--- src/core/mfi_cfg.svh ---
`ifndef MFI_CFG_SVH
`define MFI_CFG_SVH
// register byte addresses
`define ADDR_CFG      8'h00
`define ADDR_FUNC     8'h04
`define ADDR_PANEL    8'h08
`define ADDR_STATUS   8'h0C
`define ADDR_FAULT    8'h10
// config field positions
`define CFG_WIRE_LO   0
`define CFG_WIRE_HI   3
`define CFG_RUN_SRC   4
`define CFG_FREQ_SRC  5
`define CFG_STOP_MTH  6
`define CFG_AUX_LO    8
`define CFG_AUX_HI    11
`define CFG_RESET     32'h0000_0000
`define FUNC_RESET    32'h0504_0302
// terminal function codes
`define FN_FWD_REV    5'h00
`define FN_STOP_KEY   5'h01
`define FN_MS1        5'h02
`define FN_MS2        5'h03
`define FN_MS3        5'h04
`define FN_MS4        5'h05
`define FN_ACC_SW     5'h07
`define FN_BB_NO      5'h08
`define FN_BB_NC      5'h09
`define FN_HOLD       5'h0A
`define FN_OVERHEAT   5'h0B
`define FN_FORWARD_JOG_INPUT       5'h0C
`define FN_REVERSE_JOG_INPUT       5'h0D
`define FN_FLT_NO     5'h10
`define FN_FLT_NC     5'h11
`define FN_AUX_EN     5'h12
`define FN_DC_BRAKE   5'h14
`define FN_LOCAL      5'h17
// 3-wire initialisation modes
`define WIRE3_A       4'h8
`define WIRE3_B       4'hA
`define WIRE3_C       4'hC
`define FIRST_TERM    4'h5
// jog conflict time
`define JOG_CONF_MS   500
`define CLOCK_KHZ     250000
`endif

--- src/core/mfi_pkg.sv ---
package mfi_pkg;
    typedef enum logic [2:0] {
        SRC_PRESET = 3'b000,
        SRC_ANALOG = 3'b001,
        SRC_AUX    = 3'b010,
        SRC_JOG    = 3'b011,
        SRC_PANEL  = 3'b100
    } freq_src_t;
    typedef enum logic [1:0] {
        ST_STOP = 2'b00,
        ST_RUN  = 2'b01
    } latch_state_t;
    typedef struct packed {
        logic run_fwd;
        logic run_rev;
        logic output_block;
        logic coast_stop;
        logic decel_stop;
        logic dc_brake;
        logic ramp_hold;
        logic accel_set2;
        logic store_freq;
    } drive_cmd_t;
    typedef struct packed {
        freq_src_t  src;
        logic [3:0] preset_index;
        logic       aux_enable;
    } freq_sel_t;
    typedef struct packed {
        logic       freq_cmd_error;
        logic       baseblock_alarm;
        logic       overheat_alarm;
        logic       ext_fault;
        logic [3:0] fault_terminal;
    } alarm_t;
endpackage : mfi_pkg

--- src/core/multifunction_input_decoder.sv ---
// Operation
// [RULE_01] 3-wire init mode plus a code-00 terminal selects 3-wire, terminal gives direction
// [RULE_02] 2-wire: forward alone runs forward, reverse alone reverse, none stops
// [RULE_03] 2-wire: both inputs on flag frequency-command error and stop until cleared
// [RULE_04] code 01 on first terminal: forward press latches run, stop press releases
// [RULE_05] other codes: plain 2-wire without self-hold, stop when both open
// [RULE_06] speed commands 1..4 form a 4-bit code selecting preset code+1
// [RULE_07] first step uses preset 1, or analog inputs when source selector is 1
// [RULE_08] second step uses auxiliary analog when aux selector is 0, else preset 2
// [RULE_09] code 07 switches the accel/decel time set
// [RULE_10] switch off uses first-stage times, on uses second-stage times
// [RULE_11] baseblock while running alarms and blocks output, resumes when cleared
// [RULE_12] baseblock during decel blocks, coasts, and stays stopped after clearing
// [RULE_13] normally-open baseblock active on, normally-closed active off
// [RULE_14] ramp hold pauses accel/decel and holds present frequency
// [RULE_15] run off during hold coasts, stores frequency, releases hold
// [RULE_16] overheat input shows alarm, keeps running, clears itself
// [RULE_17] forward jog runs forward at jog preset, reverse jog reverse
// [RULE_18] jog commands take priority over all other frequency sources
// [RULE_19] both jogs on over 500 ms stops by selected stop method
// [RULE_20] external fault names terminal, blocks output, coasts to stop
// [RULE_21] normally-open fault active on, normally-closed active off
// [RULE_22] code 18 enables auxiliary analog input, disabled while PID enabled
// [RULE_23] DC brake input brakes while stopped, run or jog cancels it
// [RULE_24] local input takes commands from panel, remote indicator off
// [RULE_25] local to remote change only takes effect while stopped
// [RULE_26] all terminal inputs pass two flip-flops before decoding
//
// Local design decisions: the Wishbone interface to the registers and the register addresses.
`include "mfi_cfg.svh"
module multifunction_input_decoder #(
    parameter int unsigned JOG_CONFLICT_CYCLES = `JOG_CONF_MS * `CLOCK_KHZ
) (
    input  wire logic               clock,
    input  wire logic               nrst,
    input  wire logic               wb_cyc_i,
    input  wire logic               wb_stb_i,
    input  wire logic               wb_we_i,
    input  wire logic [7:0]         wb_adr_i,
    input  wire logic [3:0]         wb_sel_i,
    input  wire logic [31:0]        wb_dat_i,
    output logic      [31:0]        wb_dat_o,
    output logic                    wb_ack_o,
    input  wire logic               fwd_terminal,
    input  wire logic               rev_terminal,
    input  wire logic [3:0]         mf_terminal,
    input  wire logic               decelerating,
    input  wire logic               drive_stopped,
    input  wire logic               pid_enable,
    output mfi_pkg::drive_cmd_t     drive_cmd,
    output mfi_pkg::freq_sel_t      freq_sel,
    output mfi_pkg::alarm_t         alarm,
    output logic                    remote_sequence_indicator
);
    // elaboration check on the conflict count
    if (JOG_CONFLICT_CYCLES < 2 || JOG_CONFLICT_CYCLES > 32'h7FFF_FFFF) begin : g_chk
        $error("JOG_CONFLICT_CYCLES out of range");
    end

    localparam logic [31:0] JOG_LIMIT = JOG_CONFLICT_CYCLES;

    // per-terminal mask of terminals assigned a given code
    function automatic logic [3:0] fn_match(input logic [31:0] fsel,
                                            input logic [4:0]  code);
        logic [3:0] m;
        m = 4'h0;
        for (int i = 0; i < 4; i++) begin
            m[i] = (fsel[i*8 +: 5] == code);
        end
        return m;
    endfunction : fn_match

    // software registers
    logic [31:0] cfg_reg;
    logic [31:0] func_reg;
    logic [1:0]  panel_reg;
    logic        fault_clr;

    // synchronisers: first stage read only by second
    logic [5:0] raw_pins;
    logic [5:0] sync1;
    logic [5:0] sync2;
    assign raw_pins = {mf_terminal, rev_terminal, fwd_terminal};
    for (genvar g = 0; g < 6; g++) begin : g_sync
        always_ff @(posedge clock) begin
            if (!nrst) begin
                sync1[g] <= 1'b0;
                sync2[g] <= 1'b0;
            end else begin
                sync1[g] <= raw_pins[g]; // [RULE_26]
                sync2[g] <= sync1[g];    // [RULE_26]
            end
        end
    end

    logic       t_fwd;
    logic       t_rev;
    logic [3:0] t_mf;
    assign t_fwd = sync2[0];
    assign t_rev = sync2[1];
    assign t_mf  = sync2[5:2];

    // function decode
    logic [3:0] m_dir, m_ms1, m_ms2, m_ms3, m_ms4, m_acc, m_bbo, m_bbc;
    logic [3:0] m_hold, m_oh, m_fj, m_rj, m_flo, m_flc, m_aux, m_dc, m_loc;
    assign m_dir  = fn_match(func_reg, `FN_FWD_REV);
    assign m_ms1  = fn_match(func_reg, `FN_MS1);
    assign m_ms2  = fn_match(func_reg, `FN_MS2);
    assign m_ms3  = fn_match(func_reg, `FN_MS3);
    assign m_ms4  = fn_match(func_reg, `FN_MS4);
    assign m_acc  = fn_match(func_reg, `FN_ACC_SW);
    assign m_bbo  = fn_match(func_reg, `FN_BB_NO);
    assign m_bbc  = fn_match(func_reg, `FN_BB_NC);
    assign m_hold = fn_match(func_reg, `FN_HOLD);
    assign m_oh   = fn_match(func_reg, `FN_OVERHEAT);
    assign m_fj   = fn_match(func_reg, `FN_FORWARD_JOG_INPUT);
    assign m_rj   = fn_match(func_reg, `FN_REVERSE_JOG_INPUT);
    assign m_flo  = fn_match(func_reg, `FN_FLT_NO);
    assign m_flc  = fn_match(func_reg, `FN_FLT_NC);
    assign m_aux  = fn_match(func_reg, `FN_AUX_EN);
    assign m_dc   = fn_match(func_reg, `FN_DC_BRAKE);
    assign m_loc  = fn_match(func_reg, `FN_LOCAL);

    logic [3:0] wire_mode;
    logic       three_wire;
    logic       self_hold;
    logic       plain_2w;
    assign wire_mode  = cfg_reg[`CFG_WIRE_HI:`CFG_WIRE_LO];
    assign three_wire = (wire_mode == `WIRE3_A || wire_mode == `WIRE3_B
                         || wire_mode == `WIRE3_C) && |m_dir; // [RULE_01]
    assign self_hold  = !three_wire && fn_match(func_reg, `FN_STOP_KEY) == 4'h1; // [RULE_04]
    assign plain_2w   = !three_wire && !self_hold; // [RULE_05]

    // level functions, nc variants active when open
    logic bb_in, flt_in, hold_in, oh_in, acc_in, aux_in, dc_in, local_req;
    logic jog_f, jog_r, jog_any;
    assign bb_in     = |(m_bbo & t_mf) | |(m_bbc & ~t_mf); // [RULE_13]
    assign flt_in    = |(m_flo & t_mf) | |(m_flc & ~t_mf); // [RULE_21]
    assign hold_in   = |(m_hold & t_mf);
    assign oh_in     = |(m_oh & t_mf);
    assign acc_in    = |(m_acc & t_mf);
    assign aux_in    = !(|m_aux) || |(m_aux & t_mf);
    assign dc_in     = |(m_dc & t_mf);
    assign local_req = |(m_loc & t_mf);
    assign jog_f     = |(m_fj & t_mf);
    assign jog_r     = |(m_rj & t_mf);
    assign jog_any   = jog_f || jog_r;

    // run latch for 3-wire and self-holding 2-wire
    mfi_pkg::latch_state_t run_state;
    mfi_pkg::latch_state_t next_run_state;
    always_comb begin
        next_run_state = run_state;
        unique case (run_state)
            mfi_pkg::ST_STOP: begin
                if (three_wire && t_fwd && t_rev) begin
                    next_run_state = mfi_pkg::ST_RUN; // [RULE_01]
                end else if (self_hold && t_fwd && !t_rev && !t_mf[0]) begin
                    next_run_state = mfi_pkg::ST_RUN; // [RULE_04]
                end
            end
            mfi_pkg::ST_RUN: begin
                // 3-wire stop contact is normally closed
                if (three_wire && !t_rev) begin
                    next_run_state = mfi_pkg::ST_STOP;
                end else if (self_hold && (t_mf[0] || t_rev)) begin
                    next_run_state = mfi_pkg::ST_STOP; // [RULE_04]
                end else if (plain_2w) begin
                    next_run_state = mfi_pkg::ST_STOP;
                end
            end
            default: next_run_state = mfi_pkg::ST_STOP;
        endcase
    end

    always_ff @(posedge clock) begin
        if (!nrst) begin
            run_state <= mfi_pkg::ST_STOP;
        end else begin
            run_state <= next_run_state;
        end
    end

    // terminal run command
    logic term_fwd, term_rev, dir_err, latched;
    assign latched  = (run_state == mfi_pkg::ST_RUN);
    assign dir_err  = plain_2w && t_fwd && t_rev; // [RULE_03]
    always_comb begin
        term_fwd = 1'b0;
        term_rev = 1'b0;
        if (three_wire) begin
            term_fwd = latched && !(|(m_dir & t_mf)); // [RULE_01]
            term_rev = latched && |(m_dir & t_mf);
        end else if (self_hold) begin
            term_fwd = latched; // [RULE_04]
        end else begin
            term_fwd = t_fwd && !t_rev; // [RULE_02]
            term_rev = t_rev && !t_fwd; // [RULE_02]
        end
    end

    // local/remote source; leaving local waits for stop
    logic local_mode;
    always_ff @(posedge clock) begin
        if (!nrst) begin
            local_mode <= 1'b0;
        end else if (local_req) begin
            local_mode <= 1'b1;
        end else if (drive_stopped) begin
            local_mode <= 1'b0; // [RULE_25]
        end
    end

    logic use_term, src_fwd, src_rev;
    assign use_term = !local_mode && cfg_reg[`CFG_RUN_SRC]; // [RULE_24]
    assign src_fwd  = use_term ? term_fwd : panel_reg[0];
    assign src_rev  = use_term ? term_rev : panel_reg[1];

    // jog conflict timer; saturates at limit
    logic [31:0] jog_cnt;
    logic        jog_conflict;
    assign jog_conflict = (jog_cnt == JOG_LIMIT);
    always_ff @(posedge clock) begin
        if (!nrst || !(jog_f && jog_r)) begin
            jog_cnt <= 32'h0000_0000;
        end else if (!jog_conflict) begin
            jog_cnt <= jog_cnt + 32'h0000_0001; // [RULE_19]
        end
    end

    // jog overrides every other command
    logic cmd_fwd, cmd_rev, run_req, run_req_d;
    assign cmd_fwd = jog_any ? (jog_f && !jog_conflict) : src_fwd; // [RULE_18]
    assign cmd_rev = jog_any ? (jog_r && !jog_f) : src_rev;        // [RULE_17]
    assign run_req = cmd_fwd || cmd_rev;

    // baseblock during decel keeps drive stopped until run drops
    logic bb_stop;
    always_ff @(posedge clock) begin
        if (!nrst) begin
            bb_stop <= 1'b0;
        end else if (bb_in && decelerating) begin
            bb_stop <= 1'b1; // [RULE_12]
        end else if (!run_req) begin
            bb_stop <= 1'b0;
        end
    end

    // ramp hold release after run drops under hold
    logic hold_rel;
    logic hold_stop;
    assign hold_stop = hold_in && run_req_d && !run_req;
    always_ff @(posedge clock) begin
        if (!nrst) begin
            run_req_d <= 1'b0;
            hold_rel  <= 1'b0;
        end else begin
            run_req_d <= run_req;
            if (hold_stop) begin
                hold_rel <= 1'b1; // [RULE_15]
            end else if (!hold_in) begin
                hold_rel <= 1'b0;
            end
        end
    end

    // external fault latch, set wins over clear
    logic       fault;
    logic [3:0] fault_term;
    always_ff @(posedge clock) begin
        if (!nrst) begin
            fault      <= 1'b0;
            fault_term <= 4'h0;
        end else if (flt_in) begin
            fault <= 1'b1; // [RULE_20]
            for (int i = 3; i >= 0; i--) begin
                if ((m_flo[i] && t_mf[i]) || (m_flc[i] && !t_mf[i])) begin
                    fault_term <= `FIRST_TERM + 4'(i); // [RULE_20]
                end
            end
        end else if (fault_clr) begin
            fault <= 1'b0;
        end
    end

    // output stage: everything registered
    logic stop_all;
    assign stop_all = fault || bb_in || bb_stop || dir_err || hold_rel || hold_stop
                      || jog_conflict;
    always_ff @(posedge clock) begin
        if (!nrst) begin
            drive_cmd <= '0;
        end else begin
            drive_cmd.run_fwd      <= cmd_fwd && !stop_all; // [RULE_11]
            drive_cmd.run_rev      <= cmd_rev && !stop_all; // [RULE_03]
            drive_cmd.output_block <= fault || flt_in || bb_in || bb_stop; // [RULE_11]
            drive_cmd.coast_stop   <= fault || flt_in || bb_stop || hold_stop || hold_rel
                                      || (jog_conflict && cfg_reg[`CFG_STOP_MTH]); // [RULE_19]
            drive_cmd.decel_stop   <= jog_conflict && !cfg_reg[`CFG_STOP_MTH];
            drive_cmd.dc_brake     <= dc_in && !run_req; // [RULE_23]
            drive_cmd.ramp_hold    <= hold_in && !hold_rel && !hold_stop; // [RULE_14]
            drive_cmd.accel_set2   <= acc_in; // [RULE_09] [RULE_10]
            drive_cmd.store_freq   <= hold_stop; // [RULE_15]
        end
    end

    // frequency source selection
    logic [3:0] step_code;
    assign step_code = {|(m_ms4 & t_mf), |(m_ms3 & t_mf),
                        |(m_ms2 & t_mf), |(m_ms1 & t_mf)}; // [RULE_06]
    always_ff @(posedge clock) begin
        if (!nrst) begin
            freq_sel <= '0;
        end else begin
            freq_sel.preset_index <= jog_any ? 4'h0 : step_code;
            freq_sel.aux_enable   <= aux_in && !pid_enable; // [RULE_22]
            if (jog_any) begin
                freq_sel.src <= mfi_pkg::SRC_JOG; // [RULE_18]
            end else if (local_mode) begin
                freq_sel.src <= mfi_pkg::SRC_PANEL; // [RULE_24]
            end else if (step_code == 4'h0 && cfg_reg[`CFG_FREQ_SRC]) begin
                freq_sel.src <= mfi_pkg::SRC_ANALOG; // [RULE_07]
            end else if (step_code == 4'h1
                         && cfg_reg[`CFG_AUX_HI:`CFG_AUX_LO] == 4'h0) begin
                freq_sel.src <= mfi_pkg::SRC_AUX; // [RULE_08]
            end else begin
                freq_sel.src <= mfi_pkg::SRC_PRESET;
            end
        end
    end

    // alarm indications
    always_ff @(posedge clock) begin
        if (!nrst) begin
            alarm                     <= '0;
            remote_sequence_indicator <= 1'b1;
        end else begin
            alarm.freq_cmd_error      <= dir_err && use_term; // [RULE_03]
            alarm.baseblock_alarm     <= bb_in; // [RULE_11]
            alarm.overheat_alarm      <= oh_in; // [RULE_16]
            alarm.ext_fault           <= fault || flt_in;
            // keeps naming the last faulted terminal even after the latch clears
            alarm.fault_terminal      <= fault_term; // [RULE_20]
            remote_sequence_indicator <= !local_mode; // [RULE_24]
        end
    end

    // wishbone slave: ack one cycle after strobe
    logic req;
    assign req = wb_cyc_i && wb_stb_i && !wb_ack_o;
    always_ff @(posedge clock) begin
        if (!nrst) begin
            cfg_reg   <= `CFG_RESET;
            func_reg  <= `FUNC_RESET;
            panel_reg <= 2'h0;
            fault_clr <= 1'b0;
        end else begin
            fault_clr <= req && wb_we_i && wb_adr_i == `ADDR_FAULT
                         && wb_sel_i[0] && wb_dat_i[0];
            if (req && wb_we_i) begin
                for (int b = 0; b < 4; b++) begin
                    if (wb_sel_i[b] && wb_adr_i == `ADDR_CFG) begin
                        cfg_reg[b*8 +: 8] <= wb_dat_i[b*8 +: 8];
                    end
                    if (wb_sel_i[b] && wb_adr_i == `ADDR_FUNC) begin
                        func_reg[b*8 +: 8] <= {3'h0, wb_dat_i[b*8 +: 5]};
                    end
                end
                if (wb_sel_i[0] && wb_adr_i == `ADDR_PANEL) begin
                    panel_reg <= wb_dat_i[1:0];
                end
            end
        end
    end

    always_ff @(posedge clock) begin
        if (!nrst) begin
            wb_ack_o <= 1'b0;
            wb_dat_o <= 32'h0000_0000;
        end else begin
            wb_ack_o <= req;
            wb_dat_o <= 32'h0000_0000;
            if (req && !wb_we_i) begin
                unique case (wb_adr_i)
                    `ADDR_CFG:    wb_dat_o <= cfg_reg;
                    `ADDR_FUNC:   wb_dat_o <= func_reg;
                    `ADDR_PANEL:  wb_dat_o <= {30'h0, panel_reg};
                    `ADDR_STATUS: wb_dat_o <= {16'h0, 3'(freq_sel.src), local_mode,
                                               alarm, drive_cmd.run_fwd,
                                               drive_cmd.run_rev, 2'h0};
                    `ADDR_FAULT:  wb_dat_o <= {27'h0, fault_term, fault};
                    default:      wb_dat_o <= 32'h0000_0000;
                endcase
            end
        end
    end
endmodule : multifunction_input_decoder

--- config.mk ---
export PLATFORM = sky130hd
export DESIGN_NAME = multifunction_input_decoder
export DESIGN_NICKNAME = d
export VERILOG_FILES = /design/src/core/mfi_pkg.sv /design/src/core/multifunction_input_decoder.sv
export VERILOG_INCLUDE_DIRS = /design/src /design/src/core
export SDC_FILE = /design/constraint.sdc
export NUM_CORES = 1
export LEC_CHECK = 0
export BUFFER_PORTS_ARGS = -buffer_cell sky130_fd_sc_hd__clkbuf_2
export CAP_MARGIN = 0
export CORE_MARGIN = 1
export CORE_UTILIZATION = 45
export DETAILED_ROUTE_END_ITERATION = 10
export HOLD_SLACK_MARGIN = 0.1
export PLACE_DENSITY_LB_ADDON = 0.2
export SLEW_MARGIN = 20
export SYNTH_ARGS = -nofsm -noshare
export SYNTH_HDL_FRONTEND = slang
export SYNTH_SLANG_ARGS = --single-unit
--- constraint.sdc ---
create_clock -name clock -period 2.2 [get_ports clock]
set_input_delay 0.11 -clock clock [delete_from_list [all_inputs] [get_ports clock]]
set_output_delay 0.11 -clock clock [all_outputs]
set_load 0.05 [all_outputs]
==> flow_results.org <==
** Global routing
- Maximum number of pins on one net before global-route repair :: 33
- Vias in the first global route :: 6084
- The initial antenna violation count came to 0.
- For this run the aggregate overflow at the end of global routing stands at 0.
- Overall global routing resource usage :: 0.246
- The first global-routing pass estimated 31100 um of wire.

** Critical path
- The worst setup path is captured at a flip-flop.
- In this run the worst path has a maximum fanout of 10.
- For the worst setup path, the data required time is 2.52 ns.
- Setup slack, reg-to-reg :: 0.01 ns
- Reg-to-Reg End :: bb_stop
- STA classifies the critical path startpoint as a flip-flop.
- Critical path data arrival time :: 2.51 ns
- Depth of the worst register-to-register path :: 8
- The worst setup path is of the flip-flop to flip-flop kind.
- The worst register-to-register path begins at func_reg[18].

** Clock network
- Number of buffers inserted during clock tree synthesis :: 17
- The clock passes through at most 2 buffers.
- The later pin in the worst-skew pair is clocked with a latency of 0.43 ns.
- Sink count of the clock tree :: 168
- The H-tree was split into 4 levels.
- Clock root buffer master :: sky130_fd_sc_hd__clkbuf_16
- Clock-pin slew was measured on the worst setup and hold paths at 0.06 ns.
- TritonCTS clock tree :: built

** STA
- Max-slew violation count :: 0
- Worst clock skew :: 0.0126 ns
- Number of hold-slack violations in the final timing report :: 0
- Worst slew slack as a fraction of its limit :: 0.510
- Achievable clock frequency :: 0.457 GHz
- Setup Viol. Count Final :: 0
- Setup repair after global routing missed its margin :: true
- The worst path needs 2.19 ns of the cycle, external delays included.
- Measured slew at the worst slew-check pin :: 0.724 ns
- In the finished design, the share of the clock period the worst path needs comes to 0.995.

** Synthesis
- Synth Instances :: 810
- After synthesis, the netlist uses 73 different library cells.
- Of all flip-flops after synthesis, the portion carrying an async set or reset was 0.
- Yosys instantiated no cell more often than sky130_fd_sc_hd__dfxtp_1.
- Of the synthesized area, sequential elements account for 0.466.
- In this run the cell area of the synthesized design comes to 7220 um^2.
- Among all flip-flop cells after synthesis, the most frequent one is sky130_fd_sc_hd__dfxtp_1.
- Synthesized net count :: 870
- Yosys mapped a number of flops with a built-in enable equal to 0.
- After synthesis the netlist holds a flip-flop and latch count of 168.
- The share of synthesized area in the top cell type comes to 0.466.
- Mapped Avg Cell Area :: 8.91 um^2
- Synthesis warning total :: 0
- Top cells by instance count after synthesis :: sky130_fd_sc_hd__dfxtp_1, sky130_fd_sc_hd__nor2_1, sky130_fd_sc_hd__mux2i_1
- Top cells by area in the synthesized netlist :: sky130_fd_sc_hd__dfxtp_1, sky130_fd_sc_hd__mux2i_1, sky130_fd_sc_hd__nor2_1
- The synthesized design spends more area on one cell type than any other, namely sky130_fd_sc_hd__dfxtp_1.

** Floorplan
- Horizontal die dimension :: 129 um
- Pin placement for this block handled 117 I/O pins.
- The die covers 16600 um^2.
- Starting density of the core :: 0.468
- # rows :: 45
- In this run the standard cell core region covers 15400 um^2.
- The floorplan step set the die height to 129 um.

** Place
- Once detailed placement completed, the half-perimeter wirelength came to 14300 um.
- Port Buffer Count :: 116
- Global placer's final weighted congestion :: 0.966

** Detailed routing
- Total iterations of the first detailed-routing run :: 7
- Summing over every cut layer, the via total after detailed routing is 6427.
- Via-per-instance ratio :: 5.21
- Dividing the detail-routed wire length by the instance count gives 15.8 um.
- After the first detailed-routing iteration, the DRC count stood at 395.
- DRC Markers :: 0
- Wires add up to 19500 um.
- The detail route stage leaves a number of antenna-violating nets equal to 0.

** Worst hold path
- For hold timing, the worst endpoint is func_reg[9].
- The tightest min-delay check is of the input port to flip-flop type.
- Along the worst hold path, the cell count comes to 4.
- In this run the most critical hold path is launched from wb_sel_i[1].

** Flow run
- The tool flagged a number of max-cap violations equal to 0.

** Power
- In this run the power density over the cells is 661 nW/um^2.
- Overall power :: 6.31 mW
- The worst-case IR drop observed on VDD is 0.527 mV.
- In this run the static leakage power is 3.69 nW.

** Finish
- The net count of the finished layout is 1072.
- The area growth from synthesis to layout is 32.3%.
- Share of the core filled with cells in the final layout :: 0.619
- Antenna Diode Count :: 0
- Fill cell count :: 1397
- Share of post-route cells with drive strength above 1 :: 0.254

** Outcome
- Outcome :: finished, final reports clean
[routing by layer]
metal,routed length [um],up-vias,global-route usage
met5,0,-,0
met4,388,0,0.0927
met3,926,26,0.0516
met2,9040,169,0.402
met1,9180,3002,0.320
li1,-,3230,-
[where the power goes]
| group | internal (mW) | switching (mW) |
|---|---|---|
| sequential | 3.06 | 0.00856 |
| clock | 1.82 | 1.17 |
| combinational | 0.128 | 0.131 |
| total | 5.00 | 1.31 |
[stage by stage]
stage	instance area, um^2	std cells	setup slack [ns]	setup TNS [ns]	hold slack [ns]
4_1_cts	9430	1232	0.0152	0	0.139
5_1_grt	9550	1233	-0.0760	-0.174	0.178
3_3_place_gp	8350	1157	-0.0260	-0.0437	0.321
2_1_floorplan	7220	810	0.0797	0	0.188
3_5_place_dp	8350	1157	-0.0787	-0.223	0.320
6_report	9550	1233	0.0112	0	0.158
[placed cells by master (no fill, tap or decap), types with 21 or more instances in the layout]
cell | netlist | routed
sky130_fd_sc_hd__a22oi_1 | 22 | 22
sky130_fd_sc_hd__and2_1 | 22 | 22
sky130_fd_sc_hd__buf_4 | 0 | 66
sky130_fd_sc_hd__clkbuf_2 | 1 | 116
sky130_fd_sc_hd__dfxtp_1 | 168 | 163
sky130_fd_sc_hd__dlygate4sd3_1 | 0 | 46
sky130_fd_sc_hd__inv_1 | 21 | 21
sky130_fd_sc_hd__mux2i_1 | 60 | 59
sky130_fd_sc_hd__nand2_1 | 49 | 49
sky130_fd_sc_hd__nor2_1 | 148 | 146
[critical path, stage by stage, from the launching register on]
cell                       delay, ns
sky130_fd_sc_hd__dfxtp_2        0.34
sky130_fd_sc_hd__buf_4          0.16
sky130_fd_sc_hd__nand4b_1       0.16
sky130_fd_sc_hd__o32ai_2        0.11
sky130_fd_sc_hd__or3_4          0.42
sky130_fd_sc_hd__or3_4          0.38
sky130_fd_sc_hd__o21ai_2        0.16
sky130_fd_sc_hd__o21ai_4        0.11
sky130_fd_sc_hd__a31o_1         0.22
[timing repair]
action	4_1_cts	5_1_grt
endpoints found under the hold margin	70	0
setup endpoints to repair	6	10
hold buffers	46	0
buffers inserted	0	1
pin swaps	1	4
gates resized for setup	5	25
[final cells by class]
type	count	area (um^2)	area share
multi-input combinational	575	3710	0.389
sequential	168	3370	0.353
timing repair buffer	228	1540	0.161
clock buffer	20	457	0.0478
tap	211	264	0.0277
clock inverter	9	126	0.0132
inverter	22	82.6	0.00865
[cell families after synthesis]
group / count (synthesis) / share of synthesized area
AOI/OAI and AO/OA: 94 / 0.0917
and+or+nand+nor: 385 / 0.275
buffers and inverters: 67 / 0.0387
adders and majority gates: 2 / 0.00347
DFF: 168 / 0.466
xor gates and xnor gates: 31 / 0.0376
muxes: 63 / 0.0879
[worst max path at each step]
stage / startpoint / to / cells after the start
2_1_floorplan: func_reg[2] / bb_stop / 8
3_3_place_gp: func_reg[20] / bb_stop / 7
3_5_place_dp: func_reg[20] / bb_stop / 7
4_1_cts: func_reg[1] / bb_stop / 7
5_1_grt: jog_cnt[0] / drive_cmd[2] / 9
6_report: func_reg[18] / bb_stop / 8
No activity file was read; power rests on OpenSTA's default activity.
